<file path="src/hdl/ocpc_consts.vh">
// constants of the four-channel output compare / pwm block
`ifndef OCPC_CONSTS_VH
`define OCPC_CONSTS_VH
// register indices, byte address is four times the index
`define OCPC_IDX_CH1_SEC   10'h180
`define OCPC_IDX_CH1_MAIN  10'h182
`define OCPC_IDX_CH1_CTL   10'h184
`define OCPC_IDX_CH2_SEC   10'h186
`define OCPC_IDX_CH2_MAIN  10'h188
`define OCPC_IDX_CH2_CTL   10'h18a
`define OCPC_IDX_CH3_SEC   10'h18c
`define OCPC_IDX_CH3_MAIN  10'h18e
`define OCPC_IDX_CH3_CTL   10'h190
`define OCPC_IDX_CH4_SEC   10'h192
`define OCPC_IDX_CH4_MAIN  10'h194
`define OCPC_IDX_CH4_CTL   10'h196
`define OCPC_IDX_FLAGS     10'h198
`define OCPC_IDX_ENABLES   10'h199
// index step between registers, and count of channel registers
`define OCPC_CH_STRIDE     10'h002
`define OCPC_CH_SPAN       10'h00c
// control register fields
`define OCPC_MODE_LSB      0
`define OCPC_MODE_MSB      2
`define OCPC_TSEL_BIT      3
`define OCPC_FLT_BIT       4
`define OCPC_SIDL_BIT      13
`define OCPC_CTL_WMASK     16'h200f
// mode codes
`define OCPC_M_OFF         3'h0
`define OCPC_M_LOW         3'h1
`define OCPC_M_HIGH        3'h2
`define OCPC_M_TOGGLE      3'h3
`define OCPC_M_DSINGLE     3'h4
`define OCPC_M_DCONT       3'h5
`define OCPC_M_PWM         3'h6
`define OCPC_M_PWMF        3'h7
// reset values
`define OCPC_RST_REG       16'h0000
`define OCPC_RST_FLAGS     4'h0
`endif

</file>
<file path="src/hdl/ocpc_top.v">
// four output compare / pwm channels with apb register access
//
// Contract
// RQ1: mode field codes 1-3 select simple compare
// RQ2: simple modes change pin only on equality
// RQ3: codes 4 and 5 select dual compare
// RQ4: software loads start, stop, period first
// RQ5: rewrite mode 4 for another pulse
// RQ6: continuous pulses: load, mode 5, timer on
// RQ7: pwm modes, main latch read-only, buffered
// RQ8: software pwm setup order is prescribed
// RQ9: mode 7 fault low tri-states, sets flag
// RQ10: fault holds until removed and rewritten
// RQ11: pwm period is timer period plus one
// RQ12: period match sets pin, latches, flags
// RQ13: duty zero low, above period high
// RQ14: sleep holds pin level
// RQ15: idle runs only if enabled, no halts
// RQ16: non-pwm compare events set sticky flag
// RQ17: pwm events use timer flag only
// RQ18: select bit chooses timer, first default
// RQ19: dual: main sets, secondary clears pin
// RQ20: mode zero disables, pin low, no events
//
// Our own choice: the APB register port.
`include "ocpc_consts.vh"
`timescale 1ns/1ps
`default_nettype none
module ocpc_top
(
   // clock and reset
   input  wire        clk,
   input  wire        rst_n,
   // apb slave
   input  wire        psel,
   input  wire        penable,
   input  wire        pwrite,
   input  wire [11:0] paddr,
   input  wire [31:0] pwdata,
   output reg         pready,
   output reg  [31:0] prdata,
   output reg         pslverr,
   // first timebase
   input  wire [15:0] timebase_count_a,
   input  wire [15:0] timer_period_register_a,
   input  wire        timebase_tick_a,
   input  wire        timer_run_bit_a,
   input  wire        timer_halt_in_idle_bit_a,
   // second timebase
   input  wire [15:0] timebase_count_b,
   input  wire [15:0] timer_period_register_b,
   input  wire        timebase_tick_b,
   input  wire        timer_run_bit_b,
   input  wire        timer_halt_in_idle_bit_b,
   // cpu power state
   input  wire        cpu_sleep,
   input  wire        cpu_idle,
   // fault pin, active low, asynchronous
   input  wire        fault_input_pin_n,
   // compare outputs
   output reg  [3:0]  compare_output_pin,
   output reg  [3:0]  compare_output_pin_oe,
   // events
   output reg  [3:0]  compare_event_irq,
   output reg         first_timer_event_flag,
   output reg         second_timer_event_flag
);

   reg [15:0] sec_q  [0:3];
   reg [15:0] sec_d  [0:3];
   reg [15:0] main_q [0:3];
   reg [15:0] main_d [0:3];
   reg [15:0] ctl_q  [0:3];
   reg [15:0] ctl_d  [0:3];
   reg [3:0]  pin_q;
   reg [3:0]  pin_d;
   reg [3:0]  done_q;
   reg [3:0]  done_d;
   reg [3:0]  flt_q;
   reg [3:0]  flt_d;
   reg [3:0]  flag_q;
   reg [3:0]  flag_d;
   reg [3:0]  en_q;
   reg [3:0]  en_d;
   reg        ta_evt;
   reg        tb_evt;
   reg        flt_meta_q;
   reg        flt_sync_q;
   reg [31:0] rd_d;
   reg        err_d;
   reg [2:0]  mode;
   reg [15:0] cnt;
   reg [15:0] per;
   reg [15:0] nxt;
   reg [15:0] duty;
   reg        tick;
   reg        run;
   reg        ev;
   reg        hit_main;
   reg        hit_sec;
   reg        sel;
   integer    i;
   integer    j;

   wire       setup  = psel & ~penable;
   wire       access = psel & penable & pready;
   wire       wr     = access & pwrite;
   wire [9:0] idx    = paddr[11:2];

   // decode {valid, channel, kind}: kind 0 secondary, 1 main, 2 control
   // channel registers sit on even indices, two apart
   function [4:0] dec;
      input [9:0] a;
      reg   [9:0] o;
      reg   [9:0] q;
      reg   [9:0] r;
      begin
         o = a - `OCPC_IDX_CH1_SEC;
         q = {1'b0, o[9:1]} / 10'd3;
         r = {1'b0, o[9:1]} % 10'd3;
         if (a >= `OCPC_IDX_CH1_SEC && !o[0] && {1'b0, o[9:1]} < `OCPC_CH_SPAN)
            dec = {1'b1, q[1:0], r[1:0]};
         else
            dec = 5'h00;
      end
   endfunction

   wire [4:0] dc = dec(idx);

   // fault pin synchroniser
   always @(posedge clk or negedge rst_n)
   begin
      if (!rst_n)
      begin
         flt_meta_q <= 1'b1;
         flt_sync_q <= 1'b1;
      end
      else
      begin
         flt_meta_q <= fault_input_pin_n;
         flt_sync_q <= flt_meta_q;
      end
   end

   // channel behaviour and register writes
   always @*
   begin
      pin_d  = pin_q;
      done_d = done_q;
      flt_d  = flt_q;
      flag_d = flag_q;
      en_d   = en_q;
      ta_evt = 1'b0;
      tb_evt = 1'b0;
      mode = 3'h0;
      cnt = 16'h0;
      per = 16'h0;
      nxt = 16'h0;
      duty = 16'h0;
      tick = 1'b0;
      run = 1'b0;
      ev = 1'b0;
      hit_main = 1'b0;
      hit_sec = 1'b0;
      sel = 1'b0;
      for (i = 0; i < 4; i = i + 1)
      begin
         sec_d[i]  = sec_q[i];
         main_d[i] = main_q[i];
         ctl_d[i]  = ctl_q[i];
         mode = ctl_q[i][`OCPC_MODE_MSB:`OCPC_MODE_LSB];
         sel  = ctl_q[i][`OCPC_TSEL_BIT];
         // timer select, first timebase when clear
         cnt  = sel ? timebase_count_b : timebase_count_a;             // RQ18
         per  = sel ? timer_period_register_b : timer_period_register_a;
         tick = sel ? timebase_tick_b : timebase_tick_a;
         // sleep freezes; idle needs timer on and no halt bits
         run  = !cpu_sleep &&                                          // RQ14
                !(cpu_idle && (ctl_q[i][`OCPC_SIDL_BIT] ||             // RQ15
                  !(sel ? timer_run_bit_b : timer_run_bit_a) ||
                  (sel ? timer_halt_in_idle_bit_b : timer_halt_in_idle_bit_a)));
         // timer wraps after its period, so a period spans period plus one ticks
         nxt  = (cnt == per) ? 16'h0000 : cnt + 16'h0001;              // RQ11
         hit_main = (cnt == main_q[i]);                                // RQ2
         hit_sec  = (cnt == sec_q[i]);
         ev = 1'b0;
         if (mode == `OCPC_M_OFF)
         begin
            pin_d[i]  = 1'b0;                                          // RQ20
            done_d[i] = 1'b0;
         end
         else if (run && tick)
         begin
            case (mode)
               `OCPC_M_LOW:                                            // RQ1
               begin
                  if (hit_main)
                  begin
                     pin_d[i] = 1'b0;
                     ev = 1'b1;
                  end
               end
               `OCPC_M_HIGH:
               begin
                  if (hit_main)
                  begin
                     pin_d[i] = 1'b1;
                     ev = 1'b1;
                  end
               end
               `OCPC_M_TOGGLE:
               begin
                  if (hit_main)
                  begin
                     pin_d[i] = ~pin_q[i];
                     ev = 1'b1;
                  end
               end
               `OCPC_M_DSINGLE,
               `OCPC_M_DCONT:                                          // RQ3
               begin
                  if (!done_q[i] && hit_main)
                  begin
                     pin_d[i] = 1'b1;                                  // RQ19
                     ev = 1'b1;
                  end
                  if (!done_q[i] && hit_sec)
                  begin
                     pin_d[i] = 1'b0;                                  // RQ19
                     ev = 1'b1;
                     if (mode == `OCPC_M_DSINGLE)
                        done_d[i] = 1'b1;                              // RQ19
                  end
               end
               `OCPC_M_PWM,
               `OCPC_M_PWMF:                                           // RQ7
               begin
                  duty = main_q[i];
                  if (cnt == per)
                  begin
                     main_d[i] = sec_q[i];                             // RQ12
                     duty = sec_q[i];
                     if (sel)
                        tb_evt = 1'b1;                                 // RQ17
                     else
                        ta_evt = 1'b1;                                 // RQ17
                  end
                  // high while count below duty: zero stays low, above period stays high
                  pin_d[i] = (nxt < duty);                             // RQ13
               end
               default:
               begin
                  pin_d[i] = pin_q[i];
               end
            endcase
         end
         // sticky compare flag, set wins over clear
         flag_d[i] = (flag_q[i] & ~(wr && idx == `OCPC_IDX_FLAGS && pwdata[i]))
                     | ev;                                             // RQ16
         // register writes
         if (wr && dc[4] && dc[3:2] == i[1:0])
         begin
            case (dc[1:0])
               2'd0:
               begin
                  sec_d[i] = pwdata[15:0];                             // RQ7
               end
               2'd1:
               begin
                  // active duty latch is read-only in pwm
                  if (mode[2:1] != 2'b11)
                     main_d[i] = pwdata[15:0];                         // RQ7
               end
               default:
               begin
                  ctl_d[i] = pwdata[15:0] & `OCPC_CTL_WMASK;           // RQ1
                  // any mode write re-arms, so a spent single pulse never blocks a new mode
                  done_d[i] = 1'b0;                                    // RQ5
                  // fault clears on rewrite only once the pin has recovered
                  if (flt_sync_q)
                     flt_d[i] = 1'b0;                                  // RQ10
               end
            endcase
         end
         // fault latch, set wins over rewrite
         if (ctl_q[i][`OCPC_MODE_MSB:`OCPC_MODE_LSB] == `OCPC_M_PWMF && !flt_sync_q)
            flt_d[i] = 1'b1;                                           // RQ9
      end
      if (wr && idx == `OCPC_IDX_ENABLES)
         en_d = pwdata[3:0];
   end

   // read mux, sampled in the setup cycle, answered in the access cycle
   always @*
   begin
      rd_d  = 32'h0000_0000;
      err_d = 1'b0;
      if (dc[4])
      begin
         case (dc[1:0])
            2'd0:
               rd_d[15:0] = sec_q[dc[3:2]];
            2'd1:
               rd_d[15:0] = main_q[dc[3:2]];
            default:
            begin
               rd_d[15:0] = ctl_q[dc[3:2]];
               rd_d[`OCPC_FLT_BIT] = flt_q[dc[3:2]];                   // RQ9
            end
         endcase
      end
      else if (idx == `OCPC_IDX_FLAGS)
         rd_d[3:0] = flag_q;
      else if (idx == `OCPC_IDX_ENABLES)
         rd_d[3:0] = en_q;
      else
         err_d = 1'b1;
   end

   // state registers
   always @(posedge clk or negedge rst_n)
   begin
      if (!rst_n)
      begin
         for (j = 0; j < 4; j = j + 1)
         begin
            sec_q[j]  <= `OCPC_RST_REG;
            main_q[j] <= `OCPC_RST_REG;
            ctl_q[j]  <= `OCPC_RST_REG;
         end
         pin_q  <= 4'h0;
         done_q <= 4'h0;
         flt_q  <= 4'h0;
         flag_q <= `OCPC_RST_FLAGS;
         en_q   <= `OCPC_RST_FLAGS;
      end
      else
      begin
         for (j = 0; j < 4; j = j + 1)
         begin
            sec_q[j]  <= sec_d[j];
            main_q[j] <= main_d[j];
            ctl_q[j]  <= ctl_d[j];
         end
         pin_q  <= pin_d;
         done_q <= done_d;
         flt_q  <= flt_d;
         flag_q <= flag_d;
         en_q   <= en_d;
      end
   end

   // apb answer: one access cycle, zero wait
   always @(posedge clk or negedge rst_n)
   begin
      if (!rst_n)
      begin
         pready  <= 1'b0;
         prdata  <= 32'h0000_0000;
         pslverr <= 1'b0;
      end
      else if (setup)
      begin
         pready  <= 1'b1;
         prdata  <= pwrite ? 32'h0000_0000 : rd_d;
         pslverr <= err_d;
      end
      else
      begin
         pready  <= 1'b0;
         prdata  <= 32'h0000_0000;
         pslverr <= 1'b0;
      end
   end

   // pin and event outputs
   always @(posedge clk or negedge rst_n)
   begin
      if (!rst_n)
      begin
         compare_output_pin      <= 4'h0;
         compare_output_pin_oe   <= 4'hf;
         compare_event_irq       <= 4'h0;
         first_timer_event_flag  <= 1'b0;
         second_timer_event_flag <= 1'b0;
      end
      else
      begin
         compare_output_pin      <= pin_d & ~flt_d;
         // faulted channel releases its pin
         compare_output_pin_oe   <= ~flt_d;                            // RQ9
         compare_event_irq       <= flag_d & en_d;                     // RQ16
         first_timer_event_flag  <= ta_evt;                            // RQ12
         second_timer_event_flag <= tb_evt;                            // RQ12
      end
   end

endmodule // ocpc_top
`default_nettype wire

</file>
<file path="config.mk">
export PLATFORM = sky130hd
export DESIGN_NAME = ocpc_top
export DESIGN_NICKNAME = d
export VERILOG_FILES = /design/src/hdl/ocpc_top.v
export VERILOG_INCLUDE_DIRS = /design/src /design/src/hdl
export SDC_FILE = /design/constraint.sdc
export NUM_CORES = 1
export LEC_CHECK = 0
export ABC_AREA = 1
export BUFFER_PORTS_ARGS = -buffer_cell sky130_fd_sc_hd__buf_2
export CAP_MARGIN = 20
export CORE_MARGIN = 3
export CORE_UTILIZATION = 35
export CTS_CLUSTER_DIAMETER = 150
export DETAILED_ROUTE_END_ITERATION = 16
export HOLD_SLACK_MARGIN = 0.15
export PLACE_DENSITY_LB_ADDON = 0.3
export SLEW_MARGIN = 20
export SYNTH_ARGS = -nofsm -noshare
export SYNTH_HDL_FRONTEND = slang
export SYNTH_SLANG_ARGS = --single-unit
</file>
<file path="constraint.sdc">
create_clock -name clk -period 4.6 [get_ports clk]
set_clock_uncertainty 0.2 [all_clocks]
set_input_delay 0.46 -clock clk [delete_from_list [all_inputs] [get_ports clk]]
set_output_delay 0.46 -clock clk [all_outputs]
set_load 0.01 [all_outputs]
</file>
After elaboration in Yosys (flattened, before gate mapping)
Index checks and enable logic that the tools add are counted.

Muxes and demuxes: 229. Reduce and logical (&&, ||, !) cells: 87. Divide/modulo/power cells: 2. Equality and inequality tests: 50. Bitwise logic cells: 26. Order comparisons: 8. Add/subtract/negate cells: 5.

Operator list (number): 16-bit two-way mux (59); 16-bit == test (12); 1-bit two-way mux (150); 16-bit binary-select mux with 2-bit select (3); 16-bit by 1-bit adder with 16-bit output (second input constant) (4); 16-bit less-than comparator (4); 3-bit == test (second input constant) (16); 1-bit logical AND (37); 32-bit two-way mux (1); 16-bit one-hot mux with 2 select lines (1); 3-bit by 2-bit == test with 1-bit output (second input constant) (8); 10-bit by 9-bit == test with 1-bit output (second input constant) (2); 1-bit one-hot mux with 5 select lines (4); 2-bit OR reduction (9); 4-bit two-way mux (4); 2-bit AND reduction (8); 1-bit logical NOT (15); 3-bit by 1-bit == test with 1-bit output (second input constant) (4); 3-bit logical NOT (4); 12-bit two-way mux (1); 3-bit OR reduction (4); 9-bit by 2-bit divider with 10-bit output (second input constant) (1); 10-bit by 9-bit >= comparator with 1-bit output (second input constant) (1); 9-bit by 2-bit remainder unit with 10-bit output (second input constant) (1); other kinds (18) (54).

Logic and storage cells: 434. Bits of input ports: 122. Bits in registers: 218. Output and inout port bits: 48.

Depth between registers and ports, before layout
Depth in word-level cells: 25. Gate-level depth with buffers: 42. Mapped depth without buffers: 41.

Worst setup path after synthesis
No wires, ideal clock.

Path kind: input -> register. From: in paddr[9]. To: reg main_q[45] (netlist bit). Slack: -150 ps. Data required time: 4276 ps. Arrival: 4426 ps. Setup time: 124 ps. Cell stages on the path: 38. Buffers on the path: 1. Path through: clkinv_1 > ha_1 > inv_1 > nand2_1 > nand3_1 > nand3_2 > nand2_2 > nand2_1 > nand3_1 > nand2_1 > nor2_2 > nand2_1 > nand2_1 > nand3_2 > nand2_1 > nand2_1 > nand3_2 > nand2_1 > [... 2 more ...] > inv_1 > nand2_1 > inv_2 > nand2_4 > xor2_1 > inv_1 > ha_1 > inv_1 > nand3_2 > nor2_4 > nand3_1 > nand2_2 > nand2_1 > nor3b_2 > nand3_2 > buf_6 > nand2_1 > o21ai_2.

RTL lines: from (decl) (line ocpc_top.v:38) `input wire [11:0] paddr,`; to (signal, indexed assignment) (line ocpc_top.v:328) `` main_q[j] <= `OCPC_RST_REG; ``; to (signal, indexed assignment) (line ocpc_top.v:342) `main_q[j] <= main_d[j];`; to (decl) (line ocpc_top.v:71) `reg [15:0] main_q [0:3];`.

Worst setup path after layout
From: reg ctl_q[51] (netlist bit). To: reg compare_output_pin[0].

Longest elaborated chain between the ends: 11. Elaborated cells on any way between the ends: 33. Classes of those cells: add/sub (1); order compare (1); eq/ne (3); mux (18); bitwise (1); reduce/logical (9).

Ends and longest elaborated chain: from (decl) (line ocpc_top.v:73) `reg [15:0] ctl_q [0:3];`; from (signal, indexed assignment) (line ocpc_top.v:329) `` ctl_q[j] <= `OCPC_RST_REG; ``; from (signal, indexed assignment) (line ocpc_top.v:343) `ctl_q[j] <= ctl_d[j];`; parallel branches: the longest is 8 deep, another holds 16-bit by 1-bit adder with 16-bit output; 1-bit two-way mux * (line ocpc_top.v:192) `else if (run && tick)`; 1-bit two-way mux * (line ocpc_top.v:187) `` if (mode == `OCPC_M_OFF) ``; 4-bit bitwise AND * (line ocpc_top.v:389) `compare_output_pin <= pin_d & ~flt_d;`; to (signal assigned) (line ocpc_top.v:389); to (decl) (line ocpc_top.v:61) `output reg [3:0] compare_output_pin,`.

Every way passes the cells marked *. The select of a mux whose other input is x is not followed. A chain may end at the register's enable or synchronous reset.

==> flow_metrics.env <==
export IMPL_crit_type="reg2reg"
export IMPL_n_fill_cell=5215
export IMPL_routed_wl_mm=83.4
export IMPL_rsz0062_at_grt="true"
export IMPL_status="finished, final reports clean"
export IMPL_clock_latency_ns=0.56
export IMPL_synth_area_leaders="dfrtp_1, nand2_1, inv_1, o21ai_0, ha_1"
export IMPL_period_needed_ns=4.54
export IMPL_hold_class="reg2reg"
export IMPL_grt_use_met1_pct=38.1
export IMPL_hp_start="flt_meta_q"
export IMPL_dieArea_sq_mm=0.0548
export IMPL_required_ns=4.89
export IMPL_p_sw_share_pct=31.8
export IMPL_grt_max_degree=99
export IMPL_die_y_um=234
export IMPL_met2_usage_pct=47.2
export IMPL_crit_path_start="ctl_q[51]"
export IMPL_htreeDepth=1
export IMPL_switchingPower_mw=1.63
export IMPL_intPower_mw=3.50
export IMPL_grt_met3_usage_pct=3.80
export IMPL_slowest_stage="dfrtp_2"
export IMPL_ir_worst_vdd_v=0.000269
export IMPL_finalWorstSetupSlack_ns=0.0552
export IMPL_nets=3366
export IMPL_cts_clk_slew_worst_paths_ns=0.06
export IMPL_seqPwrFrac_pct=35.5
export IMPL_max_slew_margin_rel_pct=37.4
export IMPL_cts_root_buf="clkbuf_16"
export IMPL_grt_overflow_total=0
export IMPL_antenna_found_initial=2
export IMPL_timing_rr_start="ctl_q[51]"
export IMPL_viasPerCell=5.38
export IMPL_period_share_pct=98.8
export IMPL_core_area_sq_mm=0.0508
export IMPL_syn_inst=2766
export IMPL_finalHoldViolCount=0
export IMPL_crit_arrival_ns=4.84
export IMPL_place_congestion=1.02
export IMPL_grt_busiest_layer="met2"
export IMPL_slew_violations=0
export IMPL_grt_pass1_vias=19100
export IMPL_io_buffers=135
export IMPL_cp_top_family="simple AND/OR/NAND/NOR gates"
export IMPL_pwr_share_comb_pct=23.7
export IMPL_path_buf_inv=6
export IMPL_setup_viol=0
export IMPL_ys_top_cells_by_count="nand2_1, inv_1, o21ai_0"
export IMPL_postRouteAntennaNets=0
export IMPL_tightest_slew_ns=0.931
export IMPL_synth_async_reset_ratio_pct=100
export IMPL_grt_use_total_pct=28.6
export IMPL_grt_pass1_wl_mm=118
export IMPL_start_kind="flop"
export IMPL_crit_path_max_fanout=20
export IMPL_cts_sinks=202
export IMPL_vias=20700
export IMPL_synth_top_area_share_pct=27.0
export IMPL_fmax_ghz=0.220
export IMPL_fp_dieW_um=234
export IMPL_hold_ws_ns=0.160
export IMPL_dp_slack_ns=-0.460
export IMPL_power_share_clock_pct=40.8
export IMPL_ys_ff_latch=202
export IMPL_yosysSeqAreaShare_pct=27.8
export IMPL_synth_largest_area_cell="dfrtp_1"
export IMPL_slowest_delay_ns=0.46
export IMPL_clk_path_buf_depth=3
export IMPL_diodes=0
export IMPL_layout_drive_gt1_share_pct=22.8
export IMPL_syn_area_sq_mm=0.0182
export IMPL_io_pins=170
export IMPL_ys_types=62
export IMPL_routedWlPerCell_um=21.6
export IMPL_yosys_warnings=0
export IMPL_avgSynthCellArea_sq_um=6.58
export IMPL_synth_edf_count=0
export IMPL_end_kind="flop"
export IMPL_cap_violations=0
export IMPL_drt_iter0_markers=2101
export IMPL_reg2reg_slack_ns=0.06
export IMPL_rows=82
export IMPL_drc=0
export IMPL_cts_tree="done"
export IMPL_cts_buffers=26
export IMPL_start_util_pct=35.8
export IMPL_ys_flop_type="dfrtp_1"
export IMPL_dp_hpwl_mm=65.2
export IMPL_leakagePower_nw=11.6
export IMPL_drt_pass1_iterations=6
export IMPL_synth_most_common_cell="nand2_1"
export IMPL_final_util_pct=47.0
export IMPL_powerDensity_mw_per_mm2=215
export IMPL_syn2layout_area_growth_pct=31.1
[sequential cells by signal, indices dropped and copies added (netlist names), 4 cells and up]
| name | count |
|---|---|
| sec_q | 64 |
| done_q | 4 |
| en_q | 4 |
| ctl_q | 20 |
| prdata | 16 |
| compare_output_pin_oe | 4 |
| main_q | 64 |
| pin_q | 4 |
| flt_q | 4 |
| flag_q | 4 |
| compare_output_pin | 4 |
| compare_event_irq | 4 |
[worst register-to-register path: cells and delay by family (launching register included)]
family / cells / cell delay [ns]
buffers and inverters: 6 / 0.92
AOI/OAI and AO/OA: 8 / 1.08
adders and majority gates: 1 / 0.29
DFF: 1 / 0.46
and+or+nand+nor: 10 / 1.52
[through the flow]
stage	instances	TNS, ns	area [sq um]	total power, mW
2_1_floorplan	2781	-0.000989	18300	2.42
3_3_place_gp	3745	-45.04	21600	2.92
3_5_place_dp	3745	-61.73	21600	2.94
4_1_cts	3814	0	22600	5.05
5_1_grt	3858	-15.10	23900	5.33
6_report	3858	0	23900	5.13
[cell families (layout without fill, tap and decap cells)]
kind of cell             Yosys count  in the layout  share of synthesized area, %
AO/OA/AOI/OAI                    651            651                          20.4
XOR/XNOR                         138            138                          6.64
adder cells (fa/ha/maj)           77             77                          5.29
buffers and inverters            515            920                          11.4
flip-flops                       202            202                          27.8
multiplexers                       1              1                        0.0550
other                              1             16                        0.0206
AND/OR/NAND/NOR                 1181           1181                          28.4
[worst paths after layout]
kind / to / depth (start not counted)
worst max register to register: compare_output_pin[0] / 25
worst min-delay path: flt_sync_q / 0
worst min register to register: flt_sync_q / 0
min in group asynchronous: main_q[21] / 2
worst max-delay path: compare_output_pin[0] / 25
max in group asynchronous: ctl_q[19] / 3
[power by group through the flow]
stage	Clock, mW	Sequential, mW	Combinational [mW]
final	2.09	1.82	1.22
after global routing	2.19	1.82	1.32
after CTS	2.12	1.82	1.11
after detailed placement	0	1.85	1.09
after global placement	0	1.85	1.08
after floorplan	0	1.85	0.572
[metal layers]
layer	vias up	routed length, um
met3	174	6740
met2	922	37900
met1	9761	35100
li1	9883	-
met5	-	31
met4	4	3640
[timing repair]
item | in CTS | in global routing
hold buffers | 22 | 0
setup endpoints to repair | 1 | 183
pin swaps | 0 | 54
gates resized for setup | 1 | 195
endpoints found under the hold margin | 137 | 0
setup buffers | 0 | 33
gates cloned | 0 | 11
[cell usage in the layout (no fill, tap or decap), types with 72 or more instances in the layout]
cell / instances
dfrtp_1: 192
nor2_1: 182
buf_2: 132
nand2_1: 632
ha_1: 72
nand3_1: 87
a21oi_1: 122
inv_1: 366
xor2_1: 99
o21ai_1: 101
o21ai_0: 238
buf_4: 280
[area by class of cell]
| type | instances | area, sq um | share of cell area (%) |
|---|---|---|---|
| multi-input combinational | 2064 | 11700 | 49.1 |
| sequential | 202 | 5070 | 21.3 |
| timing repair buffer | 481 | 3870 | 16.2 |
| inverter | 392 | 1500 | 6.29 |
| tap | 672 | 841 | 3.52 |
| clock buffer | 37 | 732 | 3.07 |
| clock inverter | 10 | 129 | 0.540 |
Note: power is estimated with default switching activity, not from simulation.
